[config.mk]
export PLATFORM = sky130hd
export DESIGN_NAME = dsm_monitor
export DESIGN_NICKNAME = d
export VERILOG_FILES = /design/src/rtl/dsm_pkg.sv /design/src/rtl/dsm_monitor.sv
export VERILOG_INCLUDE_DIRS = /design/src /design/src/rtl
export SDC_FILE = /design/constraint.sdc
export NUM_CORES = 2
export LEC_CHECK = 0
export BUFFER_PORTS_ARGS = -buffer_cell sky130_fd_sc_hd__buf_2
export CORE_UTILIZATION = 50
export DETAILED_ROUTE_END_ITERATION = 6
export PLACE_DENSITY = 0.66
export SLEW_MARGIN = 20
export SYNTH_ARGS = -nofsm -noshare
export SYNTH_HDL_FRONTEND = slang
export SYNTH_SLANG_ARGS = --single-unit
export TNS_END_PERCENT = 5
[constraint.sdc]
create_clock -name ref_clk -period 29.9 [get_ports ref_clk]
set_clock_uncertainty 0.1 [all_clocks]
set_input_delay 5.98 -clock ref_clk [delete_from_list [all_inputs] [get_ports ref_clk]]
set_output_delay 5.98 -clock ref_clk [all_outputs]
set_load 0.01 [all_outputs]
[src/rtl/dsm_defines.svh]
// constants of the drive status monitor: offsets, reset values, timing
`ifndef DSM_DEFINES_SVH
`define DSM_DEFINES_SVH
// ****************************************
// register byte offsets
// ****************************************
`define DSM_A_CTRL 8'h00
`define DSM_A_ZC_LVL 8'h04
`define DSM_A_ZC_DLY 8'h08
`define DSM_A_OL_LVL 8'h0C
`define DSM_A_OL_DLY 8'h10
`define DSM_A_WIN1 8'h14
`define DSM_A_WIN2 8'h18
`define DSM_A_TR_DUR 8'h1C
`define DSM_A_AI_LIM 8'h20
`define DSM_A_TEMP 8'h24
`define DSM_A_WAKE 8'h28
`define DSM_A_SLEEP 8'h2C
`define DSM_A_RUN_TGT 8'h30
`define DSM_A_OL_GAIN 8'h34
`define DSM_A_FLAGS 8'h38
`define DSM_A_TR_REM 8'h3C
`define DSM_A_IRQ_ST 8'h40
`define DSM_A_IRQ_CLR 8'h44
`define DSM_A_IRQ_EN 8'h48
// ****************************************
// control register bit positions
// ****************************************
`define DSM_B_TR_EN 0
`define DSM_B_FAN_MODE 1
`define DSM_B_OL_EN 2
// ****************************************
// reset values (0.1 %, 0.01 s, 0.01 V, deg C, 0.01 Hz, 0.1 s, 0.1 min)
// ****************************************
`define DSM_R_ZC_LVL 16'h0032
`define DSM_R_ZC_DLY 16'h000A
`define DSM_R_OL_LVL 16'h07D0
`define DSM_R_OL_DLY 16'h0000
`define DSM_R_WIN_TGT 16'h03E8
`define DSM_R_WIN_AMP 16'h0000
`define DSM_R_AI_LO 16'h0136
`define DSM_R_AI_HI 16'h02A8
`define DSM_R_TEMP 8'h5A
`define DSM_R_OL_GAIN 16'h0064
`define DSM_R_OL_EN 1'b1
// ****************************************
// timing
// ****************************************
`define DSM_CLK_NS 10
`define DSM_TICK_MS 10
`define DSM_TICK_CYC ((`DSM_TICK_MS * 1000000) / `DSM_CLK_NS)
`define DSM_TENTH_MIN_MS 6000
`define DSM_TENTH_TICKS (`DSM_TENTH_MIN_MS / `DSM_TICK_MS)
`define DSM_OL_MIN_S 120
`define DSM_OL_MIN_TICKS ((`DSM_OL_MIN_S * 1000) / `DSM_TICK_MS)
`define DSM_FAN_TEMP 40
`define DSM_TR_MAX 65000
`endif

[src/rtl/dsm_pkg.sv]
// types of the drive status monitor
package dsm_pkg;
   // ****************************************
   // measurement inputs from the control core
   // ****************************************
   typedef struct packed {
      logic [15:0] cur;      // output current, 0.1 % of rated
      logic [15:0] ai1;      // analog input 1, 0.01 V
      logic [7:0] temp;      // heat-sink, deg C
      logic [15:0] set_freq; // set frequency, 0.01 Hz
   } dsm_meas_t;
   // ****************************************
   // digital output flags
   // ****************************************
   typedef struct packed {
      logic sleeping;
      logic overload;
      logic run_time_hit;
      logic temp_hit;
      logic ai1_out;
      logic timed_done;
      logic win2;
      logic win1;
      logic over_lim;
      logic zero_cur;
   } dsm_flags_t;
   // ****************************************
   // sleep / wake control states
   // ****************************************
   typedef enum logic [0:0] {
      DSM_AWAKE,
      DSM_ASLEEP
   } dsm_sleep_t;
endpackage : dsm_pkg

[src/rtl/dsm_monitor.sv]
// drive status monitor: thresholds, timers, fan, sleep, overload, wishbone
//
// Notes on behaviour
// - zero-current flag after level held past delay
// - over-limit flag after delay; level zero disables
// - two current windows, target plus/minus amplitude
// - timed run stops drive and flags together
// - timed counter cleared at start; remaining readable
// - timed duration in tenth minutes; elapsed count capped at 65000
// - analog input 1 outside limits raises flag
// - heat-sink reaching threshold raises temperature flag
// - fan mode zero: running, or stopped above 40
// - fan mode one: fan always on
// - low set frequency for sleep delay sleeps
// - asleep, run command, high frequency wakes after delay
// - both frequencies zero disables sleep and wake
// - this-run time flag once elapsed reaches target
// - overload judged from current against time
// - overload never before two minutes; gain scales
`include "dsm_defines.svh"
`timescale 1ns/100ps
`default_nettype none
module dsm_monitor #(
   parameter int TICK_CYCLES = `DSM_TICK_CYC
) (
   // clock and reset
   input wire logic ref_clk,
   input wire logic rst,
   // wishbone classic slave
   input wire logic wb_cyc_i,
   input wire logic wb_stb_i,
   input wire logic wb_we_i,
   input wire logic [7:0] wb_adr_i,
   input wire logic [3:0] wb_sel_i,
   input wire logic [31:0] wb_dat_i,
   output logic [31:0] wb_dat_o,
   output logic wb_ack_o,
   // control core
   input wire dsm_pkg::dsm_meas_t meas,
   input wire logic running,
   input wire logic run_cmd,
   input wire logic start,
   // outputs to terminals and run logic
   output dsm_pkg::dsm_flags_t flags,
   output logic stop_req,
   output logic fan_on,
   output logic irq
);
   import dsm_pkg::*;

   if (TICK_CYCLES < 2) begin : g_tick_chk
      $error("tick period too short");
   end

   // ****************************************
   // configuration registers
   // ****************************************
   logic tr_en_r;          // timed run enable
   logic fan_mode_r;       // 0: by run state and heat, 1: always
   logic ol_en_r;          // overload protection enable
   logic [15:0] zc_lvl_r;  // zero-current level
   logic [15:0] zc_dly_r;  // zero-current delay, 0.01 s
   logic [15:0] ol_lvl_r;  // over-limit level, 0 disables
   logic [15:0] ol_dly_r;  // over-limit delay, 0.01 s
   logic [31:0] win1_r;    // [31:16] amplitude, [15:0] target
   logic [31:0] win2_r;
   logic [15:0] tr_dur_r;  // timed run duration, 0.1 min
   logic [31:0] ai_lim_r;  // [31:16] upper, [15:0] lower
   logic [7:0] temp_r;     // heat-sink temperature threshold
   logic [31:0] wake_r;    // [31:16] delay 0.1 s, [15:0] frequency
   logic [31:0] sleep_r;   // same layout as wake
   logic [15:0] run_tgt_r; // this-run target, 0.1 min
   logic [15:0] ol_gain_r; // overload gain, 0.01 units
   logic [9:0] irq_st_r;   // sticky events
   logic [9:0] irq_en_r;   // event enables

   // ****************************************
   // bus decode
   // ****************************************
   logic req;       // new access this cycle
   logic wr;        // new write this cycle
   logic [31:0] bm; // byte-lane mask
   logic [9:0] clr; // write-one-to-clear pattern
   assign req = wb_cyc_i && wb_stb_i && !wb_ack_o;
   assign wr = req && wb_we_i;
   assign bm = {{8{wb_sel_i[3]}}, {8{wb_sel_i[2]}}, {8{wb_sel_i[1]}}, {8{wb_sel_i[0]}}};
   assign clr = (wr && wb_adr_i == `DSM_A_IRQ_CLR) ? (wb_dat_i[9:0] & bm[9:0]) : 10'h000;

   // merge written lanes into the old word
   function automatic logic [31:0] mrg(input logic [31:0] old);
      mrg = (old & ~bm) | (wb_dat_i & bm);
   endfunction : mrg

   // config writes; only selected lanes change
   always_ff @(posedge ref_clk or posedge rst) begin
      if (rst) begin
         tr_en_r <= 1'b0;
         fan_mode_r <= 1'b0;
         ol_en_r <= `DSM_R_OL_EN;
         zc_lvl_r <= `DSM_R_ZC_LVL;
         zc_dly_r <= `DSM_R_ZC_DLY;
         ol_lvl_r <= `DSM_R_OL_LVL;
         ol_dly_r <= `DSM_R_OL_DLY;
         win1_r <= {`DSM_R_WIN_AMP, `DSM_R_WIN_TGT};
         win2_r <= {`DSM_R_WIN_AMP, `DSM_R_WIN_TGT};
         tr_dur_r <= 16'h0000;
         ai_lim_r <= {`DSM_R_AI_HI, `DSM_R_AI_LO};
         temp_r <= `DSM_R_TEMP;
         wake_r <= 32'h0000_0000;
         sleep_r <= 32'h0000_0000;
         run_tgt_r <= 16'h0000;
         ol_gain_r <= `DSM_R_OL_GAIN;
         irq_en_r <= 10'h000;
      end else if (wr) begin
         case (wb_adr_i)
            `DSM_A_CTRL: begin
               {ol_en_r, fan_mode_r, tr_en_r} <= 3'(mrg({29'h0, ol_en_r, fan_mode_r, tr_en_r}));
            end
            `DSM_A_ZC_LVL: zc_lvl_r <= 16'(mrg({16'h0, zc_lvl_r}));
            `DSM_A_ZC_DLY: zc_dly_r <= 16'(mrg({16'h0, zc_dly_r}));
            `DSM_A_OL_LVL: ol_lvl_r <= 16'(mrg({16'h0, ol_lvl_r}));
            `DSM_A_OL_DLY: ol_dly_r <= 16'(mrg({16'h0, ol_dly_r}));
            `DSM_A_WIN1: win1_r <= mrg(win1_r);
            `DSM_A_WIN2: win2_r <= mrg(win2_r);
            `DSM_A_TR_DUR: tr_dur_r <= 16'(mrg({16'h0, tr_dur_r}));
            `DSM_A_AI_LIM: ai_lim_r <= mrg(ai_lim_r);
            `DSM_A_TEMP: temp_r <= 8'(mrg({24'h0, temp_r}));
            `DSM_A_WAKE: wake_r <= mrg(wake_r);
            `DSM_A_SLEEP: sleep_r <= mrg(sleep_r);
            `DSM_A_RUN_TGT: run_tgt_r <= 16'(mrg({16'h0, run_tgt_r}));
            `DSM_A_OL_GAIN: ol_gain_r <= 16'(mrg({16'h0, ol_gain_r}));
            `DSM_A_IRQ_EN: irq_en_r <= 10'(mrg({22'h0, irq_en_r}));
            default: ; // read-only, unmapped or irq clear: no setting changes here
         endcase
      end
   end

   // ****************************************
   // time base: one pulse per 10 ms
   // ****************************************
   logic [31:0] pre_r; // prescaler
   logic tick_r;       // one-cycle tick
   always_ff @(posedge ref_clk or posedge rst) begin
      if (rst) begin
         pre_r <= 32'h0000_0000;
         tick_r <= 1'b0;
      end else if (pre_r == 32'(TICK_CYCLES - 1)) begin
         pre_r <= 32'h0000_0000;
         tick_r <= 1'b1;
      end else begin
         pre_r <= pre_r + 32'h0000_0001;
         tick_r <= 1'b0;
      end
   end

   // ****************************************
   // plain comparators
   // ****************************************
   logic [1:0] win_in; // current inside each window
   logic ai_out;       // analog input 1 outside limits
   logic temp_hit;     // heat sink at threshold
   logic hot;          // above fan threshold
   logic slp_en;       // sleep function enabled
   genvar g;
   generate
      for (g = 0; g < 2; g++) begin : g_win
         logic [31:0] w;
         assign w = (g == 0) ? win1_r : win2_r;
         // 17-bit sums so target plus amplitude cannot wrap
         assign win_in[g] = ({1'b0, meas.cur} + {1'b0, w[31:16]} >= {1'b0, w[15:0]}) &&
            ({1'b0, meas.cur} <= {1'b0, w[15:0]} + {1'b0, w[31:16]});
      end
   endgenerate
   assign ai_out = meas.ai1 > ai_lim_r[31:16] || meas.ai1 < ai_lim_r[15:0];
   assign temp_hit = meas.temp >= temp_r;
   assign hot = meas.temp > 8'(`DSM_FAN_TEMP);
   assign slp_en = !(wake_r[15:0] == 16'h0000 && sleep_r[15:0] == 16'h0000);

   // ****************************************
   // delayed detectors: zero, over-limit, sleep, wake
   // ****************************************
   dsm_sleep_t st_r;   // sleep state
   logic [3:0] cond;   // condition of each timer
   logic [19:0] lim [4]; // delay of each timer in ticks
   logic [3:0] done;   // held longer than delay
   assign cond[0] = meas.cur <= zc_lvl_r;
   assign cond[1] = ol_lvl_r != 16'h0000 && meas.cur > ol_lvl_r;
   assign cond[2] = slp_en && st_r == DSM_AWAKE && running &&
      meas.set_freq <= sleep_r[15:0];
   assign cond[3] = slp_en && st_r == DSM_ASLEEP && run_cmd &&
      meas.set_freq >= wake_r[15:0];
   // 0.1 s delays are ten ticks each
   assign lim[0] = {4'h0, zc_dly_r};
   assign lim[1] = {4'h0, ol_dly_r};
   assign lim[2] = 20'(sleep_r[31:16] * 20'd10);
   assign lim[3] = 20'(wake_r[31:16] * 20'd10);
   generate
      for (g = 0; g < 4; g++) begin : g_tmr
         logic [19:0] cnt_r; // ticks the condition has held
         // a dropped condition restarts the wait from zero
         always_ff @(posedge ref_clk or posedge rst) begin
            if (rst) begin
               cnt_r <= 20'h00000;
            end else if (!cond[g]) begin
               cnt_r <= 20'h00000;
            end else if (tick_r && cnt_r != 20'hFFFFF) begin
               cnt_r <= cnt_r + 20'h00001;
            end
         end
         assign done[g] = cond[g] && cnt_r > lim[g];
      end
   endgenerate

   // sleep state machine; clearing both frequencies wakes at once
   always_ff @(posedge ref_clk or posedge rst) begin
      if (rst) begin
         st_r <= DSM_AWAKE;
      end else if (!slp_en) begin
         st_r <= DSM_AWAKE;
      end else begin
         case (st_r)
            DSM_AWAKE: if (done[2]) st_r <= DSM_ASLEEP;
            DSM_ASLEEP: if (done[3]) st_r <= DSM_AWAKE;
            default: st_r <= DSM_AWAKE;
         endcase
      end
   end

   // ****************************************
   // run timing in tenths of a minute
   // ****************************************
   logic [15:0] sub_r; // ticks within the tenth
   logic [15:0] el_r;  // elapsed tenths this run
   always_ff @(posedge ref_clk or posedge rst) begin
      if (rst) begin
         sub_r <= 16'h0000;
         el_r <= 16'h0000;
      end else if (start) begin
         sub_r <= 16'h0000;
         el_r <= 16'h0000;
      end else if (running && tick_r) begin
         if (sub_r == 16'(`DSM_TENTH_TICKS - 1)) begin
            sub_r <= 16'h0000;
            if (el_r != 16'(`DSM_TR_MAX)) el_r <= el_r + 16'h0001;
         end else begin
            sub_r <= sub_r + 16'h0001;
         end
      end
   end

   // timed run latches its stop until the next start or until timed run is disabled
   logic tr_stop_r; // timed run has expired
   always_ff @(posedge ref_clk or posedge rst) begin
      if (rst) begin
         tr_stop_r <= 1'b0;
      end else if (start || !tr_en_r) begin
         tr_stop_r <= 1'b0;
      end else if (running && el_r >= tr_dur_r) begin
         tr_stop_r <= 1'b1;
      end
   end

   // ****************************************
   // overload: time above gain-scaled rated current
   // ****************************************
   // the curve is a flat two-minute hold above the scaled level; it
   // never fires early, but it does not speed up at high current
   logic ol_cond;     // current above gain times rated
   logic [19:0] ol_r; // ticks above level
   assign ol_cond = ol_en_r && {4'h0, meas.cur} > 20'(ol_gain_r * 20'd10);
   always_ff @(posedge ref_clk or posedge rst) begin
      if (rst) begin
         ol_r <= 20'h00000;
      end else if (!ol_cond) begin
         ol_r <= 20'h00000;
      end else if (tick_r && ol_r != 20'hFFFFF) begin
         ol_r <= ol_r + 20'h00001;
      end
   end

   // ****************************************
   // registered outputs
   // ****************************************
   dsm_flags_t fl; // next flag value
   always_comb begin
      fl.zero_cur = done[0];
      fl.over_lim = done[1];
      fl.win1 = win_in[0];
      fl.win2 = win_in[1];
      fl.timed_done = tr_stop_r;
      fl.ai1_out = ai_out;
      fl.temp_hit = temp_hit;
      fl.run_time_hit = running && run_tgt_r != 16'h0000 && el_r >= run_tgt_r;
      fl.overload = ol_cond && ol_r >= 20'(`DSM_OL_MIN_TICKS);
      fl.sleeping = st_r == DSM_ASLEEP;
   end

   always_ff @(posedge ref_clk or posedge rst) begin
      if (rst) begin
         flags <= '0;
         stop_req <= 1'b0;
      end else begin
         flags <= fl;
         stop_req <= tr_stop_r || st_r == DSM_ASLEEP;
      end
   end

   // fan follows mode; mode one ignores run state and heat
   always_ff @(posedge ref_clk or posedge rst) begin
      if (rst) begin
         fan_on <= 1'b0;
      end else if (fan_mode_r) begin
         fan_on <= 1'b1;
      end else begin
         fan_on <= running || hot;
      end
   end

   // ****************************************
   // interrupts: rising flag edges, set beats clear
   // ****************************************
   always_ff @(posedge ref_clk or posedge rst) begin
      if (rst) begin
         irq_st_r <= 10'h000;
         irq <= 1'b0;
      end else begin
         irq_st_r <= (irq_st_r & ~clr) | (fl & ~flags);
         irq <= |(irq_st_r & irq_en_r);
      end
   end

   // ****************************************
   // wishbone answer: ack one cycle after request
   // ****************************************
   logic [15:0] rem; // remaining timed run
   assign rem = (el_r >= tr_dur_r) ? 16'h0000 : tr_dur_r - el_r;
   always_ff @(posedge ref_clk or posedge rst) begin
      if (rst) begin
         wb_ack_o <= 1'b0;
         wb_dat_o <= 32'h0000_0000;
      end else begin
         wb_ack_o <= req;
         wb_dat_o <= 32'h0000_0000;
         if (req && !wb_we_i) begin
            case (wb_adr_i)
               `DSM_A_CTRL: wb_dat_o <= {29'h0, ol_en_r, fan_mode_r, tr_en_r};
               `DSM_A_ZC_LVL: wb_dat_o <= {16'h0, zc_lvl_r};
               `DSM_A_ZC_DLY: wb_dat_o <= {16'h0, zc_dly_r};
               `DSM_A_OL_LVL: wb_dat_o <= {16'h0, ol_lvl_r};
               `DSM_A_OL_DLY: wb_dat_o <= {16'h0, ol_dly_r};
               `DSM_A_WIN1: wb_dat_o <= win1_r;
               `DSM_A_WIN2: wb_dat_o <= win2_r;
               `DSM_A_TR_DUR: wb_dat_o <= {16'h0, tr_dur_r};
               `DSM_A_AI_LIM: wb_dat_o <= ai_lim_r;
               `DSM_A_TEMP: wb_dat_o <= {24'h0, temp_r};
               `DSM_A_WAKE: wb_dat_o <= wake_r;
               `DSM_A_SLEEP: wb_dat_o <= sleep_r;
               `DSM_A_RUN_TGT: wb_dat_o <= {16'h0, run_tgt_r};
               `DSM_A_OL_GAIN: wb_dat_o <= {16'h0, ol_gain_r};
               `DSM_A_FLAGS: wb_dat_o <= {22'h0, flags};
               `DSM_A_TR_REM: wb_dat_o <= {16'h0, rem};
               `DSM_A_IRQ_ST: wb_dat_o <= {22'h0, irq_st_r};
               `DSM_A_IRQ_EN: wb_dat_o <= {22'h0, irq_en_r};
               default: wb_dat_o <= 32'h0000_0000; // unmapped reads 0
            endcase
         end
      end
   end
endmodule : dsm_monitor
`default_nettype wire

After elaboration in Yosys (flattened, before gate mapping)
Index checks and enable logic that the tools add are counted.

word-level totals
  bits in registers = 516
  latch bits = 0
  bits in writable memories = 0
  memory bits (read-only) = 0
  bits of input ports = 108
  output and inout bits = 46
  logic and storage cells = 245
  memories kept = 0

operators by class
  $add $sub $neg = 13
  multiply operators = 3
  div/mod/pow operators = 0
  magnitude comparators = 20
  equal/unequal tests = 31
  shift-type cells = 0
  muxes and demuxes = 30
  bitwise operators = 40
  reduce and logical (&&, ||, !) cells = 64

operator list
  operator               number
  $pmux 32 s18           1
  $mux 20                10
  $and 32x32->32         6
  $or 32x32->32          5
  $mux 16                8
  $and 16x16->16         7
  $or 16x16->16          7
  $add 20x1->20 const B  5
  $ne 20x20->1 const B   5
  $add 16x16->17         4
  $eq 8x6->1 const B     8
  $mux 32                2
  $mul 16x3->19 const B  3
  $and 10x10->10         5
  $ge 16x16->1           3
  $gt 20x16->1           2
  $gt 20x20->1           2
  $ge 17x16->1           2
  $le 16x17->1           2
  $add 16x1->16 const B  2
  $add 32x1->32 const B  1
  $eq 32x20->1 const B   1
  $eq 8x5->1 const B     4
  $gt 16x16->1           2
  other kinds (34)       104

Longest topological paths before layout
  depth after elaboration = 10
  mapped depth = 20
  mapped depth without buffers = 20

Worst setup path before layout
Ideal clock, no wire load.

  path type = input-to-reg
  start point = in meas[40] in the netlist's numbering
  end point = reg irq_st_r[3]
  library setup time = 0.121 ns
  arrival time = 9.123 ns
  required time = 29.679 ns
  slack = 20.556 ns
  stages = 17
  buffers on the path = 0
  path through = ha_1 > inv_1 > fa_1 > nor2b_1 > o2111ai_1 > nand3_1 > o41ai_1 > o211ai_1 > a31o_2 > a21oi_1 > xnor2_1 > ha_1 > nor2b_1 > o21ai_0 > o2111ai_1 > o31a_1 > a22o_1

RTL lines
  what                  RTL line            RTL
  from (decl)           dsm_monitor.sv:39   input wire dsm_pkg::dsm_meas_t meas,
  to (signal assigned)  dsm_monitor.sv:327  irq_st_r <= (irq_st_r & ~clr) | (fl & ~flags);
  to (decl)             dsm_monitor.sv:74   logic [9:0] irq_st_r;

==> results.sh <==
export IMPL_outcome="completed"
export IMPL_cp_slowest_cell="o41ai_1"
export IMPL_fillers=6117
export IMPL_synth_xor_area_share_pct=5.713
export IMPL_postSynthAreaPerCell_um2=9.874
export IMPL_relSlewSlack_pct=26.52
export IMPL_yosysSeqAreaShare_pct=37.08
export IMPL_synth_edf_count=0
export IMPL_worst_hold_slack_ns=0.3666
export IMPL_drc=0
export IMPL_synth_top_family_by_area="adder cells"
export IMPL_crit_fanout=4
export IMPL_post_cts_buffers=0
export IMPL_cts_repair_resized=0
export IMPL_synthCells=3540
export IMPL_worst_slew_pin_slew_ns=1.102
export IMPL_die_width_um=266.4
export IMPL_cp_start_kind="input pin"
export IMPL_clock_fmax_mhz=106.6
export IMPL_dieArea_mm2=0.07097
export IMPL_ys_types=74
export IMPL_dp_hpwl_um=84120
export IMPL_cts_tree="built"
export IMPL_placementRows=96
export IMPL_core_area_mm2=0.06883
export IMPL_place_gp_congestion=0.9840
export IMPL_grt_pass1_vias=27484
export IMPL_critPathTopFamily="compound AO/OA/AOI/OAI gates"
export IMPL_tns_ns=0
export IMPL_cap_viol_max_count=0
export IMPL_async_reset_ff_share_pct=100.0
export IMPL_path_cells="buf_2 > ha_1 > inv_1 > fa_1 > nor2b_1 > o2111ai_1 > nand3_1 > o41ai_1 > o211ai_1 > a31o_2 > a21oi_1 > xnor2_1 > ha_1 > nor2b_1 > o21ai_0 > o2111ai_1 > o31a_1 > a22o_1"
export IMPL_required_ns=30.33
export IMPL_wl_per_cell_um=23.54
export IMPL_synthAdderAreaFrac_pct=16.28
export IMPL_clkLatencyLatePin_ns=0.64
export IMPL_clockBufferDepth=3
export IMPL_die_y_um=266.4
export IMPL_drtAntennaViolNets=0
export IMPL_synth_nets=4098
export IMPL_wl_um=110100
export IMPL_ys_flop_type="dfrtp_1"
export IMPL_power_leakage_nw=18.27
export IMPL_cts_root_buf="clkbuf_16"
export IMPL_drt_pass1_iter_count=6
export IMPL_synth_simple_area_share_pct=13.84
export IMPL_routed_via_density=6.082
export IMPL_htreeDepth=2
export IMPL_drtIter0Drc=2754
export IMPL_postLayoutCoreUtil_pct=56.53
export IMPL_portBuffers=153
export IMPL_ctsHoldBuffers=0
export IMPL_hold_path_class="reg -> reg"
export IMPL_clk_pin_slew_ns=0.06
export IMPL_timing_final_crit_share_pct=31.36
export IMPL_syn_area_mm2=0.03495
export IMPL_drive_gt1_share_pct=17.33
export IMPL_critPathArrivalTime_ns=9.81
export IMPL_power_mw=1.619
export IMPL_synth_seq_cells=516
export IMPL_rsz0062_at_grt="no"
export IMPL_overflow=0
export IMPL_synth_compound_area_share_pct=13.84
export IMPL_cts_buffers=57
export IMPL_ys_warn_count=0
export IMPL_crit_buf_inv=2
export IMPL_cts_sinks=516
export IMPL_synthMuxAreaShare_pct=9.468
export IMPL_grt_pass1_wl_um=167700
export IMPL_grt_usage_pct=31.17
export IMPL_critPathMaxStageDelay_ns=0.67
export IMPL_peakVddDrop_mv=0.04415
export IMPL_grt_max_degree=103
export IMPL_final_nets=4257
export IMPL_routed_via_count=28457
export IMPL_pin_count=154
export IMPL_p_per_area_mw_per_mm2=41.61
export IMPL_setup_viol=0
export IMPL_endpoint_kind="flip-flop"
export IMPL_drv_slew=0
export IMPL_post_route_min_period_ns=9.377
export IMPL_criticalPathCategory="in -> reg"
export IMPL_floorplan_initialDensity_pct=50.79
export IMPL_antenna_found_initial=3
export IMPL_syn_to_final_growth_pct=11.31
export IMPL_hold_viol=0
-- area by class of cell --
cell class / instances / area (um^2) / area share [%]
clock buffer: 77 / 1662 / 4.271
sequential: 516 / 12960 / 33.32
tap: 931 / 1165 / 2.994
timing repair buffer: 179 / 964.7 / 2.479
multi-input combinational: 2674 / 20720 / 53.26
clock inverter: 29 / 402.9 / 1.036
antenna: 2 / 5.005 / 0.01286
inverter: 271 / 1025 / 2.634
-- layout by cell type, fill, tap and decap left out, drive strengths merged, types with 9 or more instances in the layout --
master,n
mux2,293
nor4,41
inv,275
xor2,112
nor3,51
and2,9
xnor2,116
buf,179
a31oi,30
ha,442
a22oi,92
and4,23
clkbuf,77
nand3,99
nand2b,18
o21a,25
nor2b,40
o21bai,14
or2,13
o211ai,9
nand2,209
a211oi,33
o21ai,138
dfrtp,476
dfstp,40
a221oi,30
nand4,91
and3,50
clkinv,12
nor2,292
a22o,27
a21oi,152
or3,27
a21o,80
-- layer usage --
layer / share of wire [%] / global-route usage, % / vias up
li1: - / - / 13241
met1: 43 / 42.43 / 13922
met2: 45 / 49.88 / 1039
met3: 7.1 / 4.410 / 251
met4: 4.3 / 12.63 / 4
met5: 0.017 / 0 / -
-- synthesized netlist by cell type (31+ instances only) --
cell type,number,area share (%)
nor4_1,40,0.72
dfstp_2,40,3.0
inv_1,271,2.9
dfrtp_1,476,34
nor3_1,51,0.73
xnor2_1,116,2.9
nand4_1,91,1.6
nand3_1,99,1.4
a22oi_1,92,2.0
o21ai_0,135,1.9
nor2_1,292,3.1
a21oi_1,151,2.2
xor2_1,112,2.8
clkbuf_1,75,0.81
nand2_1,209,2.2
mux2_2,293,9.4
ha_1,442,16
nor2b_1,40,0.72
a211oi_1,31,0.67
and3_1,50,0.89
a21o_1,80,1.7
-- through the flow --
step / instances / setup WS (ns) / cell area, um^2
CTS: 4677 / 20.05 / 38900
finish: 4679 / 20.52 / 38910
detailed placement: 4571 / 19.39 / 36830
global placement: 4571 / 19.41 / 36830
floorplan: 3540 / 9.473 / 34950
global route: 4678 / 19.99 / 38900
-- report_power, final --
group | internal (mW) | switching [mW] | leakage (nW)
clock network | 0.461 | 0.315 | 1.01
registers | 0.704 | 0.00911 | 7.00
logic | 0.0455 | 0.0848 | 10.3
-- worst reg2reg max path, delay by kind of cell, from the launching register on --
family	cells	cell delay, ns
compound gates	8	1.95
xor+xnor	1	0.14
fa+ha+maj	4	1.28
simple gates	5	1.33
flops	1	0.43
-- path summary, 6_finish.rpt --
| kind | cells past startpoint | slack [ns] | to | from |
|---|---|---|---|---|
| hold reg to reg | 1 | 0.37 | pre_r[31] | pre_r[31] |
| hold / removal | 1 | 0.37 | pre_r[31] | pre_r[31] |
| setup / recovery | 18 | 20.52 | irq_st_r[3] | meas[40] |
| setup reg to reg | 18 | 24.51 | st_r | flip-flop |
| max in group asynchronous | 6 | 20.68 | g_tmr[3].cnt_r[14] | rst |
| min in group asynchronous | 2 | 5.40 | flags[2] | rst |
-- kinds of logic after synthesis --
logic type | Yosys count
simple gates | 986
compound gates | 716
flops | 516
fa+ha+maj | 450
buf+inv | 350
mux | 294
xor+xnor | 228
No activity file was read; power rests on OpenSTA's default activity.
